<file path="config.mk">
export PLATFORM = sky130hd
export DESIGN_NAME = tsb_batch_scan
export DESIGN_NICKNAME = d
export VERILOG_FILES = /design/src/include/tsb_pkg.sv /design/src/hw/tsb_batch_scan.sv /design/src/hw/tsb_delay_timer.sv
export SDC_FILE = /design/constraint.sdc
export NUM_CORES = 1
export LEC_CHECK = 0
export BUFFER_PORTS_ARGS = -buffer_cell sky130_fd_sc_hd__buf_2
export CORE_MARGIN = 4
export CORE_UTILIZATION = 51
export DETAILED_ROUTE_END_ITERATION = 6
export PLACE_DENSITY = 0.87
export SLEW_MARGIN = 20
export SYNTH_ARGS = -nofsm -noshare
export SYNTH_HDL_FRONTEND = slang
export SYNTH_HIERARCHICAL = 1
export SYNTH_SLANG_ARGS = --single-unit
export TNS_END_PERCENT = 100
</file>
<file path="constraint.sdc">
create_clock -name clock_in -period 2.75 [get_ports clock_in]
set_input_delay 0.825 -clock clock_in [delete_from_list [all_inputs] [get_ports clock_in]]
set_output_delay 0.825 -clock clock_in [all_outputs]
set_load 0.05 [all_outputs]
</file>
<file path="src/include/tsb_pkg.sv">
package tsb_pkg;

    // clock and time base
    localparam int unsigned TSB_CLK_HZ       = 100_000_000;
    localparam int unsigned TSB_MS_PER_S     = 1000;
    localparam int unsigned TSB_CYC_PER_MS   = TSB_CLK_HZ / TSB_MS_PER_S;
    localparam int unsigned TSB_CNT_W        = 24;

    // batch delay per code, in milliseconds
    localparam int unsigned TSB_BATCH_MS [8] = '{0, 1, 2, 4, 10, 20, 40, 100};

    // register byte offsets
    localparam logic [7:0]  TSB_OFS_CONFIG   = 8'h00;
    localparam logic [7:0]  TSB_OFS_CONTROL  = 8'h04;
    localparam logic [7:0]  TSB_OFS_STATUS   = 8'h08;
    localparam logic [7:0]  TSB_OFS_SETCOUNT = 8'h0C;

    // configuration word layout
    localparam int unsigned TSB_CFG_W        = 16;
    localparam int unsigned TSB_TMODE_LSB    = 8;
    localparam int unsigned TSB_TMODE_W      = 4;
    localparam int unsigned TSB_BATCH_LSB    = 0;
    localparam int unsigned TSB_BATCH_W      = 3;
    localparam logic [15:0] TSB_CFG_RESET    = 16'h0000;

    // test-mode codes
    localparam logic [3:0]  TSB_TMODE_RSV_LO = 4'hC;
    localparam logic [3:0]  TSB_TMODE_RSV_HI = 4'hE;
    localparam logic [3:0]  TSB_TMODE_SHORT  = 4'hF;

    // control word layout
    localparam int unsigned TSB_CTL_INIT_BIT = 0;
    localparam int unsigned TSB_CTL_FUNC_LSB = 4;
    localparam int unsigned TSB_FUNC_W       = 4;
    localparam int unsigned TSB_CTL_STOP_BIT = 8;
    localparam logic        TSB_INIT_RESET   = 1'b0;
    localparam logic [3:0]  TSB_FUNC_RESET   = 4'h0;
    localparam logic [3:0]  TSB_FUNC_XYZ     = 4'h0;
    localparam logic [3:0]  TSB_FUNC_XY      = 4'h1;

    // status word layout
    localparam int unsigned TSB_STS_PEN_BIT  = 0;
    localparam int unsigned TSB_STS_IDLE_BIT = 1;
    localparam int unsigned TSB_STS_WAIT_BIT = 2;
    localparam int unsigned TSB_STS_ACT_BIT  = 3;
    localparam int unsigned TSB_STS_ST_LSB   = 4;

    localparam int unsigned TSB_SETCNT_W     = 16;

    typedef enum logic [1:0] {
        TSB_IDLE   = 2'b00,
        TSB_ARMED  = 2'b01,
        TSB_SAMPLE = 2'b10,
        TSB_WAIT   = 2'b11
    } tsb_state_t;

endpackage

</file>
<file path="src/hw/tsb_batch_scan.sv">
// Contract
// - a 16-bit config word holds the test mode in bits 11:8 and batch delay in bits 2:0, the rest reserved.
// - test-mode codes 0 to 11 each pick one ascending panel resistance range from 0.17 up to 32.6 kilohm.
// - test-mode codes 12 to 14 are reserved and unused, and code 15 is only for the short-circuit panel test.
// - batch delay codes 0 to 7 pick 0, 1, 2, 4, 10, 20, 40 or 100 ms between sample sets.
// - batch delay code 0 applies no pacing, so sets follow one another as fast as the converter runs.
// - pacing applies to both device-initiated and host-initiated XYZ or XY scans.
// - a device-initiated scan starts on pen touch, and the delay timer starts with that first set.
// - a set that ends before the delay expires leaves the scan waiting until the timer ends.
// - at timer expiry with the pen still down the next set runs and the timer restarts at full value.
// - when one set takes longer than the delay, the set time governs the repeat interval.
// - an engaged host-initiated scan is paced by the delay timer while the original touch lasts.
// - batch scanning ends when the pen lifts, when the stop bit is written, or on any reset.
// - writing one to the stop bit aborts the running function at once, even with pen down, and powers down.
module tsb_batch_scan
    import tsb_pkg::*;
#(
    parameter int unsigned CYCLES_PER_MS = TSB_CYC_PER_MS
)
(
    input  wire logic        clock_in,
    input  wire logic        rst_b_in,
    input  wire logic        hsel_in,
    input  wire logic [31:0] haddr_in,
    input  wire logic [1:0]  htrans_in,
    input  wire logic        hwrite_in,
    input  wire logic [2:0]  hsize_in,
    input  wire logic        hready_in,
    input  wire logic [31:0] hwdata_in,
    output logic      [31:0] hrdata_out,
    output logic             hreadyout_out,
    output logic             hresp_out,
    input  wire logic        pen_detect_in,
    input  wire logic        set_done_in,
    output logic             set_start_out,
    output logic             converter_abort_out,
    output logic             converter_busy_out,
    output logic      [3:0]  connection_test_mode_out,
    output logic             short_test_out
);

    // reset release
    logic rst_meta_reg;
    logic rst_sync_reg;
    logic rst_b;

    always_ff @(posedge clock_in or negedge rst_b_in) begin
        if (!rst_b_in) begin
            rst_meta_reg <= 1'b0;
            rst_sync_reg <= 1'b0;
        end else begin
            rst_meta_reg <= 1'b1;
            rst_sync_reg <= rst_meta_reg;
        end
    end

    assign rst_b = rst_sync_reg;

    // pen pin synchroniser
    logic pen_meta_reg;
    logic pen_sync_reg;

    always_ff @(posedge clock_in or negedge rst_b) begin
        if (!rst_b) begin
            pen_meta_reg <= 1'b0;
            pen_sync_reg <= 1'b0;
        end else begin
            pen_meta_reg <= pen_detect_in;
            pen_sync_reg <= pen_meta_reg;
        end
    end

    // bus address phase capture
    logic       addr_ok;
    logic       wr_pend_reg;
    logic       wr_pend_next;
    logic [7:0] wr_addr_reg;
    logic [7:0] wr_addr_next;

    assign addr_ok = hsel_in && htrans_in[1] && hready_in && (hsize_in == 3'h2);

    always_comb begin
        wr_pend_next = addr_ok && hwrite_in;
        wr_addr_next = addr_ok ? haddr_in[7:0] : wr_addr_reg;
    end

    always_ff @(posedge clock_in or negedge rst_b) begin
        if (!rst_b) begin
            wr_pend_reg <= 1'b0;
            wr_addr_reg <= 8'h00;
        end else begin
            wr_pend_reg <= wr_pend_next;
            wr_addr_reg <= wr_addr_next;
        end
    end

    logic cfg_wr;
    logic ctl_wr;
    logic stop_req;
    logic func_wr;

    assign cfg_wr   = wr_pend_reg && (wr_addr_reg == TSB_OFS_CONFIG);
    assign ctl_wr   = wr_pend_reg && (wr_addr_reg == TSB_OFS_CONTROL);
    // stop is self-clearing: it exists only as this write strobe
    assign stop_req = ctl_wr && hwdata_in[TSB_CTL_STOP_BIT];
    assign func_wr  = ctl_wr && !hwdata_in[TSB_CTL_STOP_BIT];

    // configuration word
    logic [TSB_TMODE_W-1:0] tmode_reg;
    logic [TSB_TMODE_W-1:0] tmode_next;
    logic [TSB_BATCH_W-1:0] batch_sel_reg;
    logic [TSB_BATCH_W-1:0] batch_sel_next;
    logic [TSB_TMODE_W-1:0] tmode_wdata;
    logic [15:0]            cfg_word;

    assign tmode_wdata = hwdata_in[TSB_TMODE_LSB +: TSB_TMODE_W];

    always_comb begin
        tmode_next     = tmode_reg;
        batch_sel_next = batch_sel_reg;
        if (cfg_wr) begin
            // reserved test codes are refused; the old mode stays
            if (tmode_wdata < TSB_TMODE_RSV_LO || tmode_wdata > TSB_TMODE_RSV_HI) begin
                tmode_next = tmode_wdata;
            end
            batch_sel_next = hwdata_in[TSB_BATCH_LSB +: TSB_BATCH_W];
        end
    end

    always_ff @(posedge clock_in or negedge rst_b) begin
        if (!rst_b) begin
            tmode_reg     <= TSB_CFG_RESET[TSB_TMODE_LSB +: TSB_TMODE_W];
            batch_sel_reg <= TSB_CFG_RESET[TSB_BATCH_LSB +: TSB_BATCH_W];
        end else begin
            tmode_reg     <= tmode_next;
            batch_sel_reg <= batch_sel_next;
        end
    end

    always_comb begin
        cfg_word                                  = 16'h0000;
        cfg_word[TSB_TMODE_LSB +: TSB_TMODE_W]    = tmode_reg;
        cfg_word[TSB_BATCH_LSB +: TSB_BATCH_W]    = batch_sel_reg;
    end

    // the analog range selector decodes codes 0..11 as ascending ranges
    assign connection_test_mode_out = tmode_reg;
    assign short_test_out           = (tmode_reg == TSB_TMODE_SHORT);

    // delay length in clock cycles
    logic [TSB_CNT_W-1:0] delay_cycles;
    logic                 tmr_load;
    logic                 tmr_expired;

    always_comb begin
        delay_cycles = TSB_CNT_W'(TSB_BATCH_MS[batch_sel_reg] * CYCLES_PER_MS);
    end

    // code 0 loads zero, so the timer is already expired when the set ends
    tsb_delay_timer u_timer (
        .clock_in      (clock_in),
        .rst_b_in      (rst_b),
        .load_in       (tmr_load),
        .load_value_in (delay_cycles),
        .expired_out   (tmr_expired)
    );

    // scan control
    tsb_state_t             state_reg;
    tsb_state_t             state_next;
    logic                   init_sel_reg;
    logic                   init_sel_next;
    logic [TSB_FUNC_W-1:0]  func_reg;
    logic [TSB_FUNC_W-1:0]  func_next;
    logic                   func_act_reg;
    logic                   func_act_next;
    logic                   start_reg;
    logic                   start_next;
    logic                   abort_reg;
    logic                   abort_next;
    logic [TSB_SETCNT_W-1:0] set_cnt_reg;
    logic [TSB_SETCNT_W-1:0] set_cnt_next;
    logic [TSB_FUNC_W-1:0]  func_wdata;
    logic                   batch_wfunc;
    logic                   batch_func;
    logic                   launch;
    logic                   finish;

    assign func_wdata  = hwdata_in[TSB_CTL_FUNC_LSB +: TSB_FUNC_W];
    assign batch_wfunc = (func_wdata == TSB_FUNC_XYZ) || (func_wdata == TSB_FUNC_XY);
    assign batch_func  = func_act_reg && ((func_reg == TSB_FUNC_XYZ) || (func_reg == TSB_FUNC_XY));

    always_comb begin
        state_next    = state_reg;
        init_sel_next = init_sel_reg;
        func_next     = func_reg;
        func_act_next = func_act_reg;
        abort_next    = 1'b0;
        launch        = 1'b0;
        finish        = 1'b0;
        if (func_wr) begin
            init_sel_next = hwdata_in[TSB_CTL_INIT_BIT];
            func_next     = func_wdata;
        end
        if (stop_req) begin
            // abort even with the pen down
            state_next    = TSB_IDLE;
            func_act_next = 1'b0;
            abort_next    = 1'b1;
        end else begin
            case (state_reg)
                TSB_IDLE: begin
                    if (func_wr && batch_wfunc) begin
                        if (hwdata_in[TSB_CTL_INIT_BIT]) begin
                            func_act_next = 1'b1;
                            state_next    = TSB_ARMED;
                        end else if (pen_sync_reg) begin
                            // host engages only after a touch is seen
                            func_act_next = 1'b1;
                            launch        = 1'b1;
                        end
                    end
                end
                TSB_ARMED: begin
                    if (!init_sel_reg || !batch_func) begin
                        state_next    = TSB_IDLE;
                        func_act_next = 1'b0;
                    end else if (pen_sync_reg) begin
                        launch = 1'b1;
                    end
                end
                TSB_SAMPLE: begin
                    if (set_done_in) begin
                        if (!pen_sync_reg) begin
                            finish = 1'b1;
                        end else if (tmr_expired) begin
                            // set took longer than the delay
                            launch = 1'b1;
                        end else begin
                            state_next = TSB_WAIT;
                        end
                    end
                end
                TSB_WAIT: begin
                    if (!pen_sync_reg) begin
                        finish = 1'b1;
                    end else if (tmr_expired) begin
                        launch = 1'b1;
                    end
                end
                default: begin
                    state_next = TSB_IDLE;
                end
            endcase
            if (launch) begin
                state_next = TSB_SAMPLE;
            end
            // device mode keeps its function armed for the next touch
            if (finish) begin
                if (init_sel_reg) begin
                    state_next = TSB_ARMED;
                end else begin
                    state_next    = TSB_IDLE;
                    func_act_next = 1'b0;
                end
            end
        end
        start_next = launch;
        if (launch) begin
            set_cnt_next = set_cnt_reg + 1'b1;
        end else begin
            set_cnt_next = set_cnt_reg;
        end
    end

    // timer restarts with every set launch
    assign tmr_load = launch;

    always_ff @(posedge clock_in or negedge rst_b) begin
        if (!rst_b) begin
            state_reg    <= TSB_IDLE;
            init_sel_reg <= TSB_INIT_RESET;
            func_reg     <= TSB_FUNC_RESET;
            func_act_reg <= 1'b0;
            start_reg    <= 1'b0;
            abort_reg    <= 1'b0;
            set_cnt_reg  <= '0;
        end else begin
            state_reg    <= state_next;
            init_sel_reg <= init_sel_next;
            func_reg     <= func_next;
            func_act_reg <= func_act_next;
            start_reg    <= start_next;
            abort_reg    <= abort_next;
            set_cnt_reg  <= set_cnt_next;
        end
    end

    assign set_start_out       = start_reg;
    assign converter_abort_out = abort_reg;

    logic busy;

    assign busy               = (state_reg == TSB_SAMPLE) || (state_reg == TSB_WAIT);
    assign converter_busy_out = busy;

    // read data is latched in the address phase, so no wait states
    logic [31:0] status_word;
    logic [31:0] ctl_word;
    logic [31:0] hrdata_reg;
    logic [31:0] hrdata_next;

    always_comb begin
        status_word                                = 32'h0000_0000;
        status_word[TSB_STS_PEN_BIT]               = pen_sync_reg;
        status_word[TSB_STS_IDLE_BIT]              = !busy;
        status_word[TSB_STS_WAIT_BIT]              = (state_reg == TSB_WAIT);
        status_word[TSB_STS_ACT_BIT]               = func_act_reg;
        status_word[TSB_STS_ST_LSB +: 2]           = state_reg;
        ctl_word                                   = 32'h0000_0000;
        ctl_word[TSB_CTL_INIT_BIT]                 = init_sel_reg;
        ctl_word[TSB_CTL_FUNC_LSB +: TSB_FUNC_W]   = func_reg;
    end

    always_comb begin
        hrdata_next = hrdata_reg;
        if (addr_ok && !hwrite_in) begin
            case (haddr_in[7:0])
                TSB_OFS_CONFIG:   hrdata_next = {16'h0000, cfg_word};
                TSB_OFS_CONTROL:  hrdata_next = ctl_word;
                TSB_OFS_STATUS:   hrdata_next = status_word;
                TSB_OFS_SETCOUNT: hrdata_next = {16'h0000, set_cnt_reg};
                default:          hrdata_next = 32'h0000_0000;
            endcase
        end
    end

    always_ff @(posedge clock_in or negedge rst_b) begin
        if (!rst_b) begin
            hrdata_reg <= 32'h0000_0000;
        end else begin
            hrdata_reg <= hrdata_next;
        end
    end

    assign hrdata_out    = hrdata_reg;
    assign hreadyout_out = 1'b1;
    assign hresp_out     = 1'b0;

endmodule

</file>
<file path="src/hw/tsb_delay_timer.sv">
module tsb_delay_timer
    import tsb_pkg::*;
(
    input  wire logic                 clock_in,
    input  wire logic                 rst_b_in,
    input  wire logic                 load_in,
    input  wire logic [TSB_CNT_W-1:0] load_value_in,
    output logic                      expired_out
);

    logic [TSB_CNT_W-1:0] count_reg;
    logic [TSB_CNT_W-1:0] count_next;

    // one count per clock; a load restarts from the full value
    always_comb begin
        if (load_in) begin
            count_next = load_value_in;
        end else if (count_reg != '0) begin
            count_next = count_reg - 1'b1;
        end else begin
            count_next = count_reg;
        end
    end

    always_ff @(posedge clock_in or negedge rst_b_in) begin
        if (!rst_b_in) begin
            count_reg <= '0;
        end else begin
            count_reg <= count_next;
        end
    end

    // must not look at load_in: the launch that loads the timer is itself decided from this flag
    assign expired_out = (count_reg == '0);

endmodule

</file>
; ---- Yosys cells after proc, flatten, opt, wreduce, memory -nomap -nowiden
; Memory sizes are Yosys's and may differ from the RTL's.
; Cells that the tools add are included.
[word_totals]
mem_bits_ro = 256
memories = 1
word_cells = 113
ram_bits = 0
inputBits = 76
latch_bits = 0
ff_bits = 102
out_inout_bits = 42
[memory_table]
columns = memory, words, width, read_ports, rd_ports_with_merged_regs, write_ports, line_no
row1 = (no name shown), 8, 32, 1, 0, 0, tsb_batch_scan.sv:156  ; delay_cycles = TSB_CNT_W'(TSB_BATCH_MS[batch_sel_reg] * CYCLES_PER_MS);
[op_classes]
n_mul = 1
n_lt_le_gt_ge = 3
add_sub_neg = 2
eq_ne = 17
div_mod_pow = 0
bitwise = 1
n_shift = 0
muxes = 39
reduce_logical = 32
[ops]
columns = operator, count
row1 = 32-bit 2-to-1 mux, 2
row2 = 16-bit case mux with 4 select lines, 1
row3 = 24-bit 2-to-1 mux, 2
row4 = 32-bit by 12-bit multiplier with 19-bit output (second input constant), 1
row5 = 5-bit inequality test (second input constant), 6
row6 = 24-bit zero test, 1
row7 = 24-bit nonzero test, 1
row8 = 24-bit by 1-bit subtractor with 24-bit output (second input constant), 1
row9 = 1-bit 2-to-1 mux, 21
row10 = 2-bit 2-to-1 mux, 9
row11 = 16-bit by 1-bit adder with 16-bit output (second input constant), 1
row12 = 8-bit by 3-bit equality test with 1-bit output (second input constant), 2
row13 = 8-bit by 4-bit equality test with 1-bit output (second input constant), 2
row14 = 8-bit zero test, 2
row15 = 1-bit logical AND, 11
row16 = 4-bit by 1-bit equality test with 1-bit output (second input constant), 2
row17 = 4-bit zero test, 2
row18 = 7-bit AND reduction, 1
row19 = 2-bit case mux with 3 select lines, 1
row20 = 6-bit nonzero test, 1
row21 = 1-bit zero test, 5
row22 = 1-bit logical OR, 5
row23 = 2-bit equality test (second input constant), 2
row24 = 4-bit equality test (second input constant), 1
row25 = other kinds (11), 12

; ---- Depth between registers and ports, before layout
; Gate-level depths: netlist (run 1).
[logic_depth]
depth_word = 11
depth_mapped = 18
ltp_nobuf = 17

; ---- Hierarchy
; The synthesis (run 1) kept the hierarchy.
[modules_own_cells]
columns = module, instances, area_each_um2, seq_area_each_um2, cells_per_inst
row1 = tsb_batch_scan, 1, 4474.3, 1551.5, 434
row2 = tsb_delay_timer, 1, 1451.4, 600.6, 150

; ---- Worst setup path after synthesis (run 1)
; No wires, ideal clock.
[synth_path]
kind = register to register
start = register batch_sel_reg[2]
end = register u_timer.count_reg[23]
path_slack_ns = -1.156
synth_period_minus_slack_ns = 3.906
path_buffers = 2
t_arrival_ns = 3.785
setup_time_ns = 0.121
required_time_ns = 2.629
path_stages_with_launch = 18
cell_sequence = dfrtp_1 -> clkbuf_1 -> nand2_1 -> nor2_1 -> ha_1 -> inv_1 -> ha_1 -> ha_1 -> fa_1 -> ha_1 -> ha_1 -> or2_2 -> clkbuf_1 -> a311oi_1 -> o21ai_0 -> a31oi_1 -> xnor2_1 -> a22o_1
[synth_via]
elab_chain_len = 6
[synth_lines]
columns = element, line_no
row1 = "start, declared", tsb_batch_scan.sv:111  ; logic [TSB_BATCH_W-1:0] batch_sel_reg;
row2 = "start signal, assigned", tsb_batch_scan.sv:133  ; batch_sel_reg <= TSB_CFG_RESET[TSB_BATCH_LSB +: TSB_BATCH_W];
row3 = "start signal, assigned", tsb_batch_scan.sv:136  ; batch_sel_reg <= batch_sel_next;
row4 = 3-bit inverter with 4-bit output (implied by the code), tsb_batch_scan.sv:156
row5 = memory 8 x 32 bit, --
row6 = 32-bit 2-to-1 mux (implied by the code) (2 in a row), tsb_batch_scan.sv:156
row7 = 32-bit by 12-bit multiplier with 19-bit output, tsb_batch_scan.sv:156
row8 = named net delay_cycles[23], tsb_batch_scan.sv:151  ; logic [TSB_CNT_W-1:0] delay_cycles;
row9 = 24-bit 2-to-1 mux, tsb_delay_timer.sv:16  ; if (load_in) begin
row10 = "end signal, assigned", tsb_delay_timer.sv:29  ; count_reg <= count_next;
row11 = "end, declared", tsb_delay_timer.sv:11  ; logic [TSB_CNT_W-1:0] count_reg;
; The timed path passes the listed nets, and every way through them passes these cells. The select of a mux whose other input is x is not followed.
; A chain may end at the register's enable or synchronous reset.

; ---- Final worst setup path (run 1)
[layout_path]
start = register batch_sel_reg[2]
end = register u_timer.count_reg[20]
; Same word-level chain as after synthesis.

==> results of run 1 <==
==> power by group through the flow <==
stage | sequential [mW] | combinational, mW | clock, mW
final | 1.56 | 1.98 | 1.37
after detailed placement | 1.56 | 1.40 | 0
after CTS | 1.54 | 1.71 | 1.37
after floorplan | 1.53 | 1.00 | 0
after global placement | 1.54 | 1.34 | 0
after global routing | 1.57 | 2.09 | 1.43
==> cell type report <==
class | instances | area, um^2
inverter | 25 | 96.3
clock buffer | 9 | 225
multi-input combinational | 455 | 4180
fill | 717 | 3540
sequential | 86 | 2160
tap | 143 | 179
clock inverter | 7 | 101
timing repair buffer | 126 | 940
==> metal layers <==
layer	track usage (%)	vias to the layer above	wire, um
li1	-	2304	-
met1	34.4	2649	7480
met2	47.9	419	9660
met3	5.69	122	1570
met4	13.2	0	1140
met5	0	-	0
==> placed cells by master, fill, tap and decap left out, types with 4 or more instances in the layout <==
master,n
sky130_fd_sc_hd__a21o_1,6
sky130_fd_sc_hd__a21oi_1,11
sky130_fd_sc_hd__a22o_1,11
sky130_fd_sc_hd__a22oi_1,6
sky130_fd_sc_hd__buf_12,4
sky130_fd_sc_hd__buf_2,53
sky130_fd_sc_hd__buf_4,56
sky130_fd_sc_hd__buf_6,11
sky130_fd_sc_hd__clkbuf_16,11
sky130_fd_sc_hd__conb_1,25
sky130_fd_sc_hd__dfrtp_1,82
sky130_fd_sc_hd__ha_1,22
sky130_fd_sc_hd__ha_4,34
sky130_fd_sc_hd__inv_1,18
sky130_fd_sc_hd__inv_2,6
sky130_fd_sc_hd__mux2_2,23
sky130_fd_sc_hd__nand2_1,46
sky130_fd_sc_hd__nand3_1,10
sky130_fd_sc_hd__nand4_1,9
sky130_fd_sc_hd__nor2_1,20
sky130_fd_sc_hd__nor2_4,4
sky130_fd_sc_hd__nor3_1,12
sky130_fd_sc_hd__nor4_1,9
sky130_fd_sc_hd__o211ai_1,5
sky130_fd_sc_hd__o21a_1,6
sky130_fd_sc_hd__o21ai_0,25
sky130_fd_sc_hd__o21ai_1,11
sky130_fd_sc_hd__o31ai_1,9
sky130_fd_sc_hd__or3_1,5
sky130_fd_sc_hd__xnor2_1,29
sky130_fd_sc_hd__xor2_1,14
==> kinds of logic (layout without fill, tap and decap cells) <==
family | Yosys count | in the layout | share of synthesized area [%]
AOI/OAI and AO/OA | 123 | 123 | 14.2
other | 2 | 25 | 0.127
buffers and inverters | 66 | 167 | 5.83
xor gates and xnor gates | 46 | 46 | 6.80
DFF | 86 | 86 | 36.3
and+or+nand+nor | 168 | 168 | 16.8
muxes | 28 | 28 | 5.45
adders and majority gates | 65 | 65 | 14.5
==> through the flow <==
step / setup slack [ns] / cell area, um^2 / utilization, % / hold slack, ns
4_1_cts: -0.732 / 7690 / 67.3 / 0.249
2_1_floorplan: -0.785 / 6250 / - / 0.331
6_report: -0.982 / 7880 / 69.0 / 0.247
3_3_place_gp: -0.925 / 6840 / 59.9 / 0.339
5_1_grt: -0.994 / 7880 / 69.0 / 0.247
3_5_place_dp: -0.985 / 6840 / 59.9 / 0.337
==> how the worst max path moves through the flow <==
stage | startpoint | to | slack, ns | cells past startpoint
2_1_floorplan | batch_sel_reg[2] | u_timer/count_reg[23] | -0.78 | 17
3_3_place_gp | batch_sel_reg[1] | u_timer/count_reg[23] | -0.93 | 14
3_5_place_dp | batch_sel_reg[2] | u_timer/count_reg[23] | -0.98 | 13
4_1_cts | batch_sel_reg[2] | u_timer/count_reg[23] | -0.73 | 15
5_1_grt | batch_sel_reg[2] | u_timer/count_reg[20] | -0.99 | 17
6_report | batch_sel_reg[2] | u_timer/count_reg[20] | -0.98 | 17
==> timing repair <==
action / CTS / global route
resized for setup: 63 / 19
pin swaps: 27 / 12
hold endpoints to repair: 0 / 0
cloned: 0 / 2
buffers inserted: 15 / 6
endpoints found under the setup margin: 13 / 26
==> results.txt, run 1 <==
- Fraction of power spent switching nets: 36.2%
- Total Die Area: 0.0134 mm^2
- Together, buffers and inverters on the worst path number 3.
- Power spread over the standard cell area amounts to 624 mW/mm^2.
* TritonCTS clock tree: yes
- The min-delay analysis places its worst path in the category in2async.
* Clock latency at the later pin of the worst-skew pair: approximately 0.35 ns
- The run finished, with violations left.
- Register share of total power: 31.8%
- Port Buffers: 53
- Cell internal power was estimated by the tool at 3.13 mW.
- No sink is reached through more buffers than the 2 on the longest clock path.
- STA classifies the critical path startpoint as a flop.
- Max-cap violations: 0
- The biggest area contributor in the post-synthesis netlist is sky130_fd_sc_hd__dfrtp_1.
- In this run the critical register-to-register path is launched from batch_sel_reg[2].
* Largest fanout on the critical path: 6
- Counting cells, the worst reg-to-reg path comes to 17.
* Count of unresolved DRC violations after routing: 0
- Global-route usage over all layers: 28.2%
- Number of global-route vias before repair: 5,538
- The setup path with the least slack is of type reg2reg.
- In this run, post-CTS hold repair placed 0 buffers.
- Data arrival time of the worst path: 3.97 ns
* Reg2Reg Capture Point: u_timer/count_reg[20]
- Counting distinct cell types in the post-synthesis netlist gives 75.
- At the end of routability-driven placement, the weighted congestion stood at 0.876.
* Leakage power: 3.56 nW
- Post-synth top area share: 36.3%
- Critical Path Slowest Stage Cell: sky130_fd_sc_hd__dfrtp_2
- Data on the critical path is required at its endpoint by around 3 ns.
- In the finished design, the share of the clock period the worst path needs comes to 136%.
* Max reg flops: 24
* Most used DFF post-synth: sky130_fd_sc_hd__dfrtp_1
- The count of final max-slew check failures was 0.
- Vias per std cell: 6.46
* Routed vias: between 5,000 and 6,000
- The finished layout holds 851 standard cells, fillers aside.
- For this run, the slowest stage of the critical path takes about 0.5 ns.
* FP Rows: 39
- FF+latch count, synth: between 80 and 90
* Number of antenna violations at the first check in global routing: 0
- The synthesized design contains 0 enable-type register cells.
* Share of power burned in the clock network: ~28%
- Combinational logic is responsible for roughly two fifths of the overall power.
- During I/O placement, the number of pins put on the boundary was around 120.
- In this run the vertical extent of the chip is 116 um.
- Relative to the synthesized area, the layout overhead comes to 33.0%.
- Remaining global-route overflow: 0
- The final layout contains 844 nets.
* DR pass1 iterations: 5
- The critical path goes through xnor2_2 > nor2_4 > ha_4 > ha_4 > ha_4 > inv_1 > fa_1 > inv_2 > fa_2 > nand4_1 > a21boi_2 > buf_4 > nor3_2 > o211ai_1 > nand3_1 > nand2_1 > o31ai_1.
- In this run the horizontal extent of the chip is 116 um.
- Across all setup checks in the final design, the least slack found is -0.982 ns.
* Total Routed Length: 19,900 um
- Violated checks: setup timing
- First-iteration detailed-routing DRC count: 581
- Derived from the worst setup path, the maximum achievable clock frequency is approximately 0.27 GHz.
- Worst relative slew slack: 52.7%
- Entering global routing, the biggest net connects 52 pins.
- Clock tree synthesis selected as its root buffer the cell sky130_fd_sc_hd__clkbuf_16.
- Setup repair after global routing could not meet its margin everywhere.
- Most area-consuming cells after synthesis: sky130_fd_sc_hd__dfrtp_1 (36%), sky130_fd_sc_hd__ha_1 (12%), sky130_fd_sc_hd__xnor2_1 (4.6%)
* Worst supply voltage drop on vdd: 0.587 mV
- The core region is 0.0114 mm^2.
* Total placed cells including tap cells: about 810
* CTS sink count: 86
- Number of failing setup endpoints in the final timing report: 13
- Summed over all failing endpoints, the final setup total negative slack is -8.22 ns.
- In the synthesized netlist, the cells that appear most often are sky130_fd_sc_hd__dfrtp_1 (86), sky130_fd_sc_hd__ha_1 (59), sky130_fd_sc_hd__nand2_1 (47).
* Number of standard cells after synthesis: 584
- Final worst path period need: 3.73 ns
* Most common cell in the synthesized netlist: sky130_fd_sc_hd__dfrtp_1
- After synthesis, the mean cell area works out to ~10 um^2.
- The kind of cell with the highest combined delay along the critical path is adder cells.
- In this run the remaining antenna-violating nets after routing total 0.
- The analysis attributes to net switching a power of 1.78 mW.
- Fraction of final layout cells with drive strength greater than 1: between 30% and 40%
* Share of synthesized registers carrying an async set or reset: 100%
* CTS H-tree lvls: 3
- Sequential cell area fraction in the yosys report: 36.3%
* Most frequent cell on the critical path: sky130_fd_sc_hd__ha_4
- STA classifies the critical path endpoint as a flop.
- For this configuration, the core starts out at a cell density of between 50% and 60%.
- Once detailed placement completed, the half-perimeter wirelength came to 10,700 um.
- Summing every instance area after synthesis gives 0.00593 mm^2.
- Between clock sinks in the finished design, the worst skew comes to 0.00914 ns.
- Clock-pin slew was measured on the worst setup and hold paths at 0.07 ns.
- Wire length of the first global-routing pass: 29,200 um
- Minimum setup slack among reg-to-reg paths: -0.98 ns
- Per-cell routed wire length: 23.3 um
* Number of diodes: 0
* Warnings, synthesis: 6
- The design draws about 4.9 mW.
- TritonCTS created 9 clock buffers.
- Number of endpoints with negative hold slack in the final report: 0
- Pin slew with the least headroom to its limit: 0.710 ns
No activity file was read; power rests on OpenSTA's default activity.
==> run 2: changes to the inputs <==
==> constraint.sdc (replaced) <==
create_clock -name clock_in -period 2.75 [get_ports clock_in]
set_input_delay 0.1375 -clock clock_in [delete_from_list [all_inputs] [get_ports clock_in]]
set_output_delay 0.1375 -clock clock_in [all_outputs]
set_load 0.05 [all_outputs]
==> run 2 against run 1 <==
The run still ends with setup timing left. Sequential share of layout area is 0.23 points higher. Total power is 1.3% lower. Die area stayed put. Core utilization is 0.57 points lower. Via count is 0.11% higher. Combinational power hardly changed. Cell count is 0.12% higher. Sequential cell count stayed put. Largest cell class unchanged.
==> results.txt, run 2 (synthesized netlist as in run 1, its figures left out) <==
- In the final layout, the share of cells above drive strength 1 is 38.4%.
- Remaining antenna violation count after routing: 0
* Routed vias: approximately 5,500
* Power, Total: 4.85 mW
- Initial standard-cell utilization of the core: 51.9%
- Once routing completed, OpenROAD measured the worst setup slack at -0.996 ns.
- The library cell used most frequently in the layout, excluding fill and tap cells, is sky130_fd_sc_hd__dfrtp_1.
- The worst pin sits at a relative slew slack of 62.3%.
* Die H: 116 um
- CTS sink count: 86
- Critical Path Slowest Stage Cell: sky130_fd_sc_hd__fa_1
- Wire length of the first global-routing pass: 25,700 um
* PwrDens: approximately 620 mW/mm^2
- Hold is met by 0.0227 ns.
- In the global route stage, overall resource usage came out at 24.3%.
* Sequence of cells on the critical path: buf_6 > xnor2_4 > nor2_4 > ha_4 > ha_4 > ha_4 > inv_2 > fa_1 > inv_2 > fa_2 > nand4_1 > a21boi_2 > buf_4 > nor3_1 > o211ai_1 > nand3_1 > nand2_1 > o31ai_1
- After detailed routing, the total wire length is 19,400 um.
- Vias per std cell: between 6 and 7
- The clock arrives with about 0.014 ns of skew.
- Die Span X: 116 um
- In this run, CTS created clock tree buffers numbering 9.
* CP max stage delay: 0.49 ns
- Number of antenna violations at the first check in global routing: 0
* Result of the run: finished, violations left
- Hpwl dp: around 10,000 um
* Number of diodes: 0
- Clock root buffer: sky130_fd_sc_hd__clkbuf_16
- The initialized floorplan defines 39 standard-cell rows.
- Buffers plus inverters on the worst setup path: 4
- Per-cell routed wire length: 22.8 um
- Net switching power: 1.79 mW
- Post-route design area: 0.00781 mm^2
- Leakage power: 3.55 nW
- Max-cap violations: 0
- For this run, the post-layout net count is 845.
- Period Utilization, post-route: 136%
- The sequential cells in the finished layout cover a total of 0.00216 mm^2.
- In this run switching power makes up between 30% and 40% of total power.
* Final worst path period need: 3.75 ns
- Core box area: 0.0114 mm^2
* DR pass1 iterations: 5
- 118 I/O pins were placed.
- The clock passes through at most 2 buffers.
* Critical path's top delay family: adder cells
- Entering global routing, the biggest net connects 76 pins.
- Register clock-pin slew on the reported worst setup and hold paths: 0.08 ns
- IR analysis of the VDD net gives a maximum drop of 0.430 mV.
- STA puts the critical path data required time at 3.00 ns.
* Total Die Area: 0.0134 mm^2
- Maximum operating frequency: 0.267 GHz
- Hold WC Path Type: in2reg
- Setup violations remaining at the end of the flow were counted as 13.
* Violated checks: setup timing
- The final hold violation count is 0.
* Minimum setup slack among reg-to-reg paths: -1.0 ns
- Startpoint-to-endpoint class of the critical path: reg2reg
* Number of global-route vias before repair: around 5,100
- Pin slew with the least headroom to its limit: 0.560 ns
* Most frequent cell on the critical path: sky130_fd_sc_hd__ha_4
- Crit end category: flop
- Largest fanout on the critical path: 4
- Crit path launch type: flop
* Share of power burned in the clock network: 27.1%
- For the worst-skew pair, the clock arrives at the later sink with an insertion delay of 0.35 ns.
* Data arrival time of the worst path: 4.00 ns
- Cell internal power dissipation: 3.06 mW
- First-iteration detailed-routing DRC count: 601
- CTS H-tree lvls: 3
- In the layout the commonest cells are sky130_fd_sc_hd__dfrtp_1 (82), sky130_fd_sc_hd__buf_4 (58), sky130_fd_sc_hd__buf_2 (53), sky130_fd_sc_hd__nand2_1 (45), sky130_fd_sc_hd__ha_4 (31).
- Register share of total power: between 30% and 40%
* Port Buffers: 53
* Number of max-slew violations in the final report: 0
- TritonCTS clock tree: yes
- The register with the most flip-flops in the layout has 24 of them.
- Cells fill about two thirds of the core in the end.
* Combinational share of power: 41.2%
- The layout has 741 filler cells.
- For this run, design rule violations remaining after detail routing come to 0.
- Remaining global-route overflow: 0
- Setup repair after global routing could not meet its margin everywhere.
- Placed Instance Area: 0.00683 mm^2
* Synth-to-Final Area Change: 31.9%
- The multi-input combinational cells in the finished layout cover a total of 0.00416 mm^2.
- The congestion estimate from routability-driven global placement came to between 0.8 and 0.9.
[run 2: cell types whose count changed in the layout (fill, tap and decap cells not counted), sizes merged]
cell,previous run,this run
dlygate4sd3,0,2
clkbuf,11,10
inv,28,30
clkinv,1,0
bufinv,2,1
[run 2: routing by layer]
metal  vias to the layer above  routed length (um)  global-route usage, %  part of all wire, %
met1                      2649                6840                   29.7                   35
met5                         -                   0                      0                    0
met2                       430                9900                   42.5                   51
met3                       113                1570                   3.81                  8.1
li1                       2308                   -                      -                    -
met4                         0                1100                   10.3                  5.6
[run 2: per-stage QoR]
step | setup WS [ns] | setup TNS [ns] | std cells
global route | -1.05 | -9.65 | 852
finish | -0.996 | -8.57 | 852
detailed placement | -0.924 | -9.13 | 815
floorplan | -0.785 | -6.30 | 607
global placement | -0.782 | -7.57 | 815
CTS | -0.772 | -6.86 | 841
[run 2: cell type report]
cell class              count  area share (%)
multi-input cells         455            53.2
clock buffers               9            2.88
repair buffers            127            11.6
clock inverters             7            1.10
well taps                 143            2.29
inverters                  25            1.23
flip-flops and latches     86            27.6
[run 2: worst paths after layout]
path                                   from               endpoint  cells past startpoint
hold reg to reg                       rst_b  u_timer/count_reg[23]                      0
min in group asynchronous          rst_b_in           rst_meta_reg                      2
setup / recovery           batch_sel_reg[2]  u_timer/count_reg[20]                     18
hold / removal                 hwdata_in[1]       batch_sel_reg[1]                      2
setup reg to reg           batch_sel_reg[2]  u_timer/count_reg[20]                     18
max in group asynchronous             rst_b   u_timer/count_reg[8]                      1
[run 2: timing repair]
action	4_1_cts	5_1_grt
endpoints found under the setup margin	13	16
cloned	0	1
endpoints found under the hold margin	3	0
pin swaps	27	37
buffers inserted	8	10
hold buffers	2	0
gates resized for setup	37	45
[run 2: power groups by stage]
stage | combinational (mW) | clock (mW) | sequential [mW]
global placement | 1.34 | 0 | 1.53
detailed placement | 1.41 | 0 | 1.54
finish | 2.00 | 1.31 | 1.54
floorplan | 1.00 | 0 | 1.53
CTS | 1.61 | 1.32 | 1.52
global route | 2.10 | 1.37 | 1.55
==> run 3: changes to the inputs <==
Settings changed: CORE_ASPECT_RATIO set to 1.1.
==> run 3 against run 2 <==
Cell area up 1.7%. Clock power up 15%. Setup slack worse by 0.034 ns. The flow still finishes with violations (setup timing). Register-to-register slack worse by 0.03 ns. Largest cell class unchanged.
==> results.txt, run 3 (synthesized netlist as in run 1, its figures left out) <==
- Most used cells in the layout excluding fill and tap cells: sky130_fd_sc_hd__dfrtp_1 (82), sky130_fd_sc_hd__buf_4 (60), sky130_fd_sc_hd__buf_2 (53), sky130_fd_sc_hd__nand2_1 (45)
* Share of power burned in the clock network: 28.9%
* Critical path's top delay family: adder cells
* Cell internal power dissipation: ~3.3 mW
* TritonCTS clock tree: yes
* Per-cell routed wire length: 25.3 um
* Crit path launch type: flop
- The number of global-route vias before repair came to approximately 5,600.
- Number of cell instances on the worst register-to-register path: 15
- During placement, the flow inserted port buffers numbering 53.
- The routed layout has 5,762 vias.
- Sequential cells account for 30.0% of the total power.
- Clock-pin slew was measured on the worst setup and hold paths at ~0.08 ns.
- Startpoint-to-endpoint class of the critical path: reg2reg
- CP Data Required Time: 2.98 ns
* Cts bufs inserted: 9
- Final Skew: 0.0112 ns
- Maximum operating frequency: 0.265 GHz
- The worst hold path begins at hwdata_in[4].
* Total Die Area: 0.0134 mm^2
- Most frequent cell on the critical path: sky130_fd_sc_hd__ha_4
- Hold WC Path Type: in2reg
- FF/Latch Area: 0.00216 mm^2
- Number of max-slew violations in the final report: 0
- The area growth from synthesis to layout is 34.1%.
- Number of diodes: 0
- CP max stage delay: a little over 0.5 ns
- Hold Slack: 0.00895 ns
- The clock tree synthesis step divided the H-tree into 3 levels.
* Worst supply voltage drop on vdd: around 0.58 mV
- Min setup slack post-route: -1.03 ns
- Final nets: 852
* Number of failing setup endpoints in the final timing report: 13
- Counting both buffers and inverters, the worst setup path holds a total of 3.
* Initial standard-cell utilization of the core: 51.8%
- Die Span X: 111 um
- CTS sink count: 86
- Launch point of the critical path: batch_sel_reg[1]
- Data arrives at the worst endpoint at 4.01 ns.
* PwrDens: roughly 650 mW/mm^2
- For this run the aggregate overflow at the end of global routing stands at 0.
- Setup repair after global routing missed its margin: true
- Final worst path period need: between 3 and 4 ns
- During I/O placement, the number of pins put on the boundary was roughly 120.
- Largest net degree at the start of global routing: between 80 and 90
* Number of fillers in the final layout: 629
- Total Routed Length: 22,000 um
- Worst relative slew slack: 60.2%
* Wire length of the first global-routing pass: 29,400 um
- Along the worst path, the maximum fanout reaches 5.
- Of the total power, combinational logic draws 41.1%.
- Most common cell after layout, fill and taps aside: sky130_fd_sc_hd__dfrtp_1
* Clock root buffer: sky130_fd_sc_hd__clkbuf_16
- In this run the power spent charging and discharging nets is 1.93 mW.
* Critical Path Slowest Stage Cell: sky130_fd_sc_hd__fa_1
- In this run the static leakage power is 3.62 nW.
* Post-route design area: 0.00795 mm^2
- The worst register-to-register path ends at u_timer/count_reg[23].
- Weighted congestion at the end of routability-driven global placement: 0.924
- Path length in cells of the critical path: 15
- CP Capture Point: u_timer/count_reg[23]
* Multi-input logic area: 0.00413 mm^2
- The signal on the critical path passes through buf_6 > o21a_4 > ha_4 > ha_4 > ha_4 > inv_2 > fa_1 > inv_2 > ha_4 > a211oi_4 > o21a_2 > o21ai_1 > a31oi_1 > xnor2_1 > a22o_1.
- Pin slew with the least headroom to its limit: 0.595 ns
* Post-placement worst setup slack: -0.960 ns
- For the worst-skew pair, the clock arrives at the later sink with an insertion delay of 0.36 ns.
* Placed Instance Area: 0.00686 mm^2
* Die H: 121 um
- Number of buffers on the longest clock path: 2
- After the first detailed-routing iteration, the DRC count stood at ~670.
- Result of the run: finished, violations left
- The register with the most flip-flops in the layout has 24 of them.
- For this run, the total global-route usage over all layers was measured as approximately 28%.
- Once layout is complete, the utilization of the core stands at 69.5%.
* Period Utilization, post-route: 137%
- Once detail routing completed, the nets flagged for antenna violations numbered 0.
* Fraction of power spent switching nets: a little under two fifths
- The initial antenna violation count came to 0.
- The final hold violation count is 0.
- The worst register-to-register path has a setup slack of -1.03 ns.
- FP Rows: 41
- The startpoint identified for the worst register-to-register timing path is batch_sel_reg[1].
- Max-cap violations: 0
- STA classifies the critical path endpoint as a flop.
* Violated checks: setup timing
- The post-route netlist has 38.4% of its cells at a drive strength greater than 1.
- Hpwl dp: around 11,000 um
- For this run, design rule violations remaining after detail routing come to 0.
- After detailed routing, the number of vias per cell comes to 6.65.
- Core box area: 0.0114 mm^2
- DR pass1 iterations: 5
==> run 3: cell types whose count changed in the layout (fill, tap and decap cells not counted), sizes merged <==
cell,change
buf,+7
inv,-2
bufinv,+2
==> run 3: layout make-up <==
class                           instances  area share [%]
Tap cell                              150            2.36
Timing Repair Buffer                  134            12.8
Multi-Input combinational cell        455            52.0
Clock buffer                            9            2.83
Clock inverter                          7            1.62
Inverter                               25            1.24
Sequential cell                        86            27.2
==> run 3: layer usage <==
layer / vias up / wire (um) / part of all wire, % / track usage, %
li1: 2318 / - / - / -
met1: 2742 / 7300 / 33 / 29.9
met2: 511 / 10500 / 48 / 48.1
met3: 191 / 2120 / 9.6 / 6.48
met4: 0 / 2070 / 9.4 / 18.9
met5: - / 0 / 0 / 0
==> run 3: power by group through the flow <==
stage / clock (mW) / combinational [mW] / sequential (mW)
5_1_grt: 1.55 / 2.22 / 1.56
6_report: 1.50 / 2.14 / 1.56
3_5_place_dp: 0 / 1.41 / 1.56
4_1_cts: 1.46 / 1.71 / 1.54
2_1_floorplan: 0 / 1.00 / 1.53
3_3_place_gp: 0 / 1.33 / 1.55
==> run 3: what timing repair did <==
item | CTS | global route
gates resized for setup | 50 | 36
endpoints found under the hold margin | 3 | 0
cloned | 0 | 1
pin swaps | 29 | 29
buffers inserted | 12 | 12
hold buffers | 2 | 0
endpoints found under the setup margin | 13 | 22
==> run 3: worst register-to-register path, delay by kind of cell, from the launching register on <==
kind,cells,cell delay [ns]
fa+ha+maj,5,1.49
compound gates,6,1.30
flops,1,0.47
buf+inv,3,0.28
xor+xnor,1,0.13
==> run 3: worst min path at each step <==
stage / end / slack, ns / cells past startpoint
finish: func_reg[0] / 0.009 / 2
global route: func_reg[0] / 0.03 / 2
CTS: func_reg[0] / 0.02 / 2
detailed placement: rst_meta_reg / -0.08 / 1
global placement: rst_meta_reg / -0.08 / 1
floorplan: rst_b / -0.16 / 0
==> run 3: per-stage QoR <==
step | setup TNS (ns) | power [mW] | cells
after floorplan | -6.30 | 2.53 | 607
after global placement | -7.65 | 2.88 | 824
after detailed placement | -9.35 | 2.97 | 824
after CTS | -7.22 | 4.70 | 854
after global routing | -9.97 | 5.33 | 866
final | -9.50 | 5.19 | 866
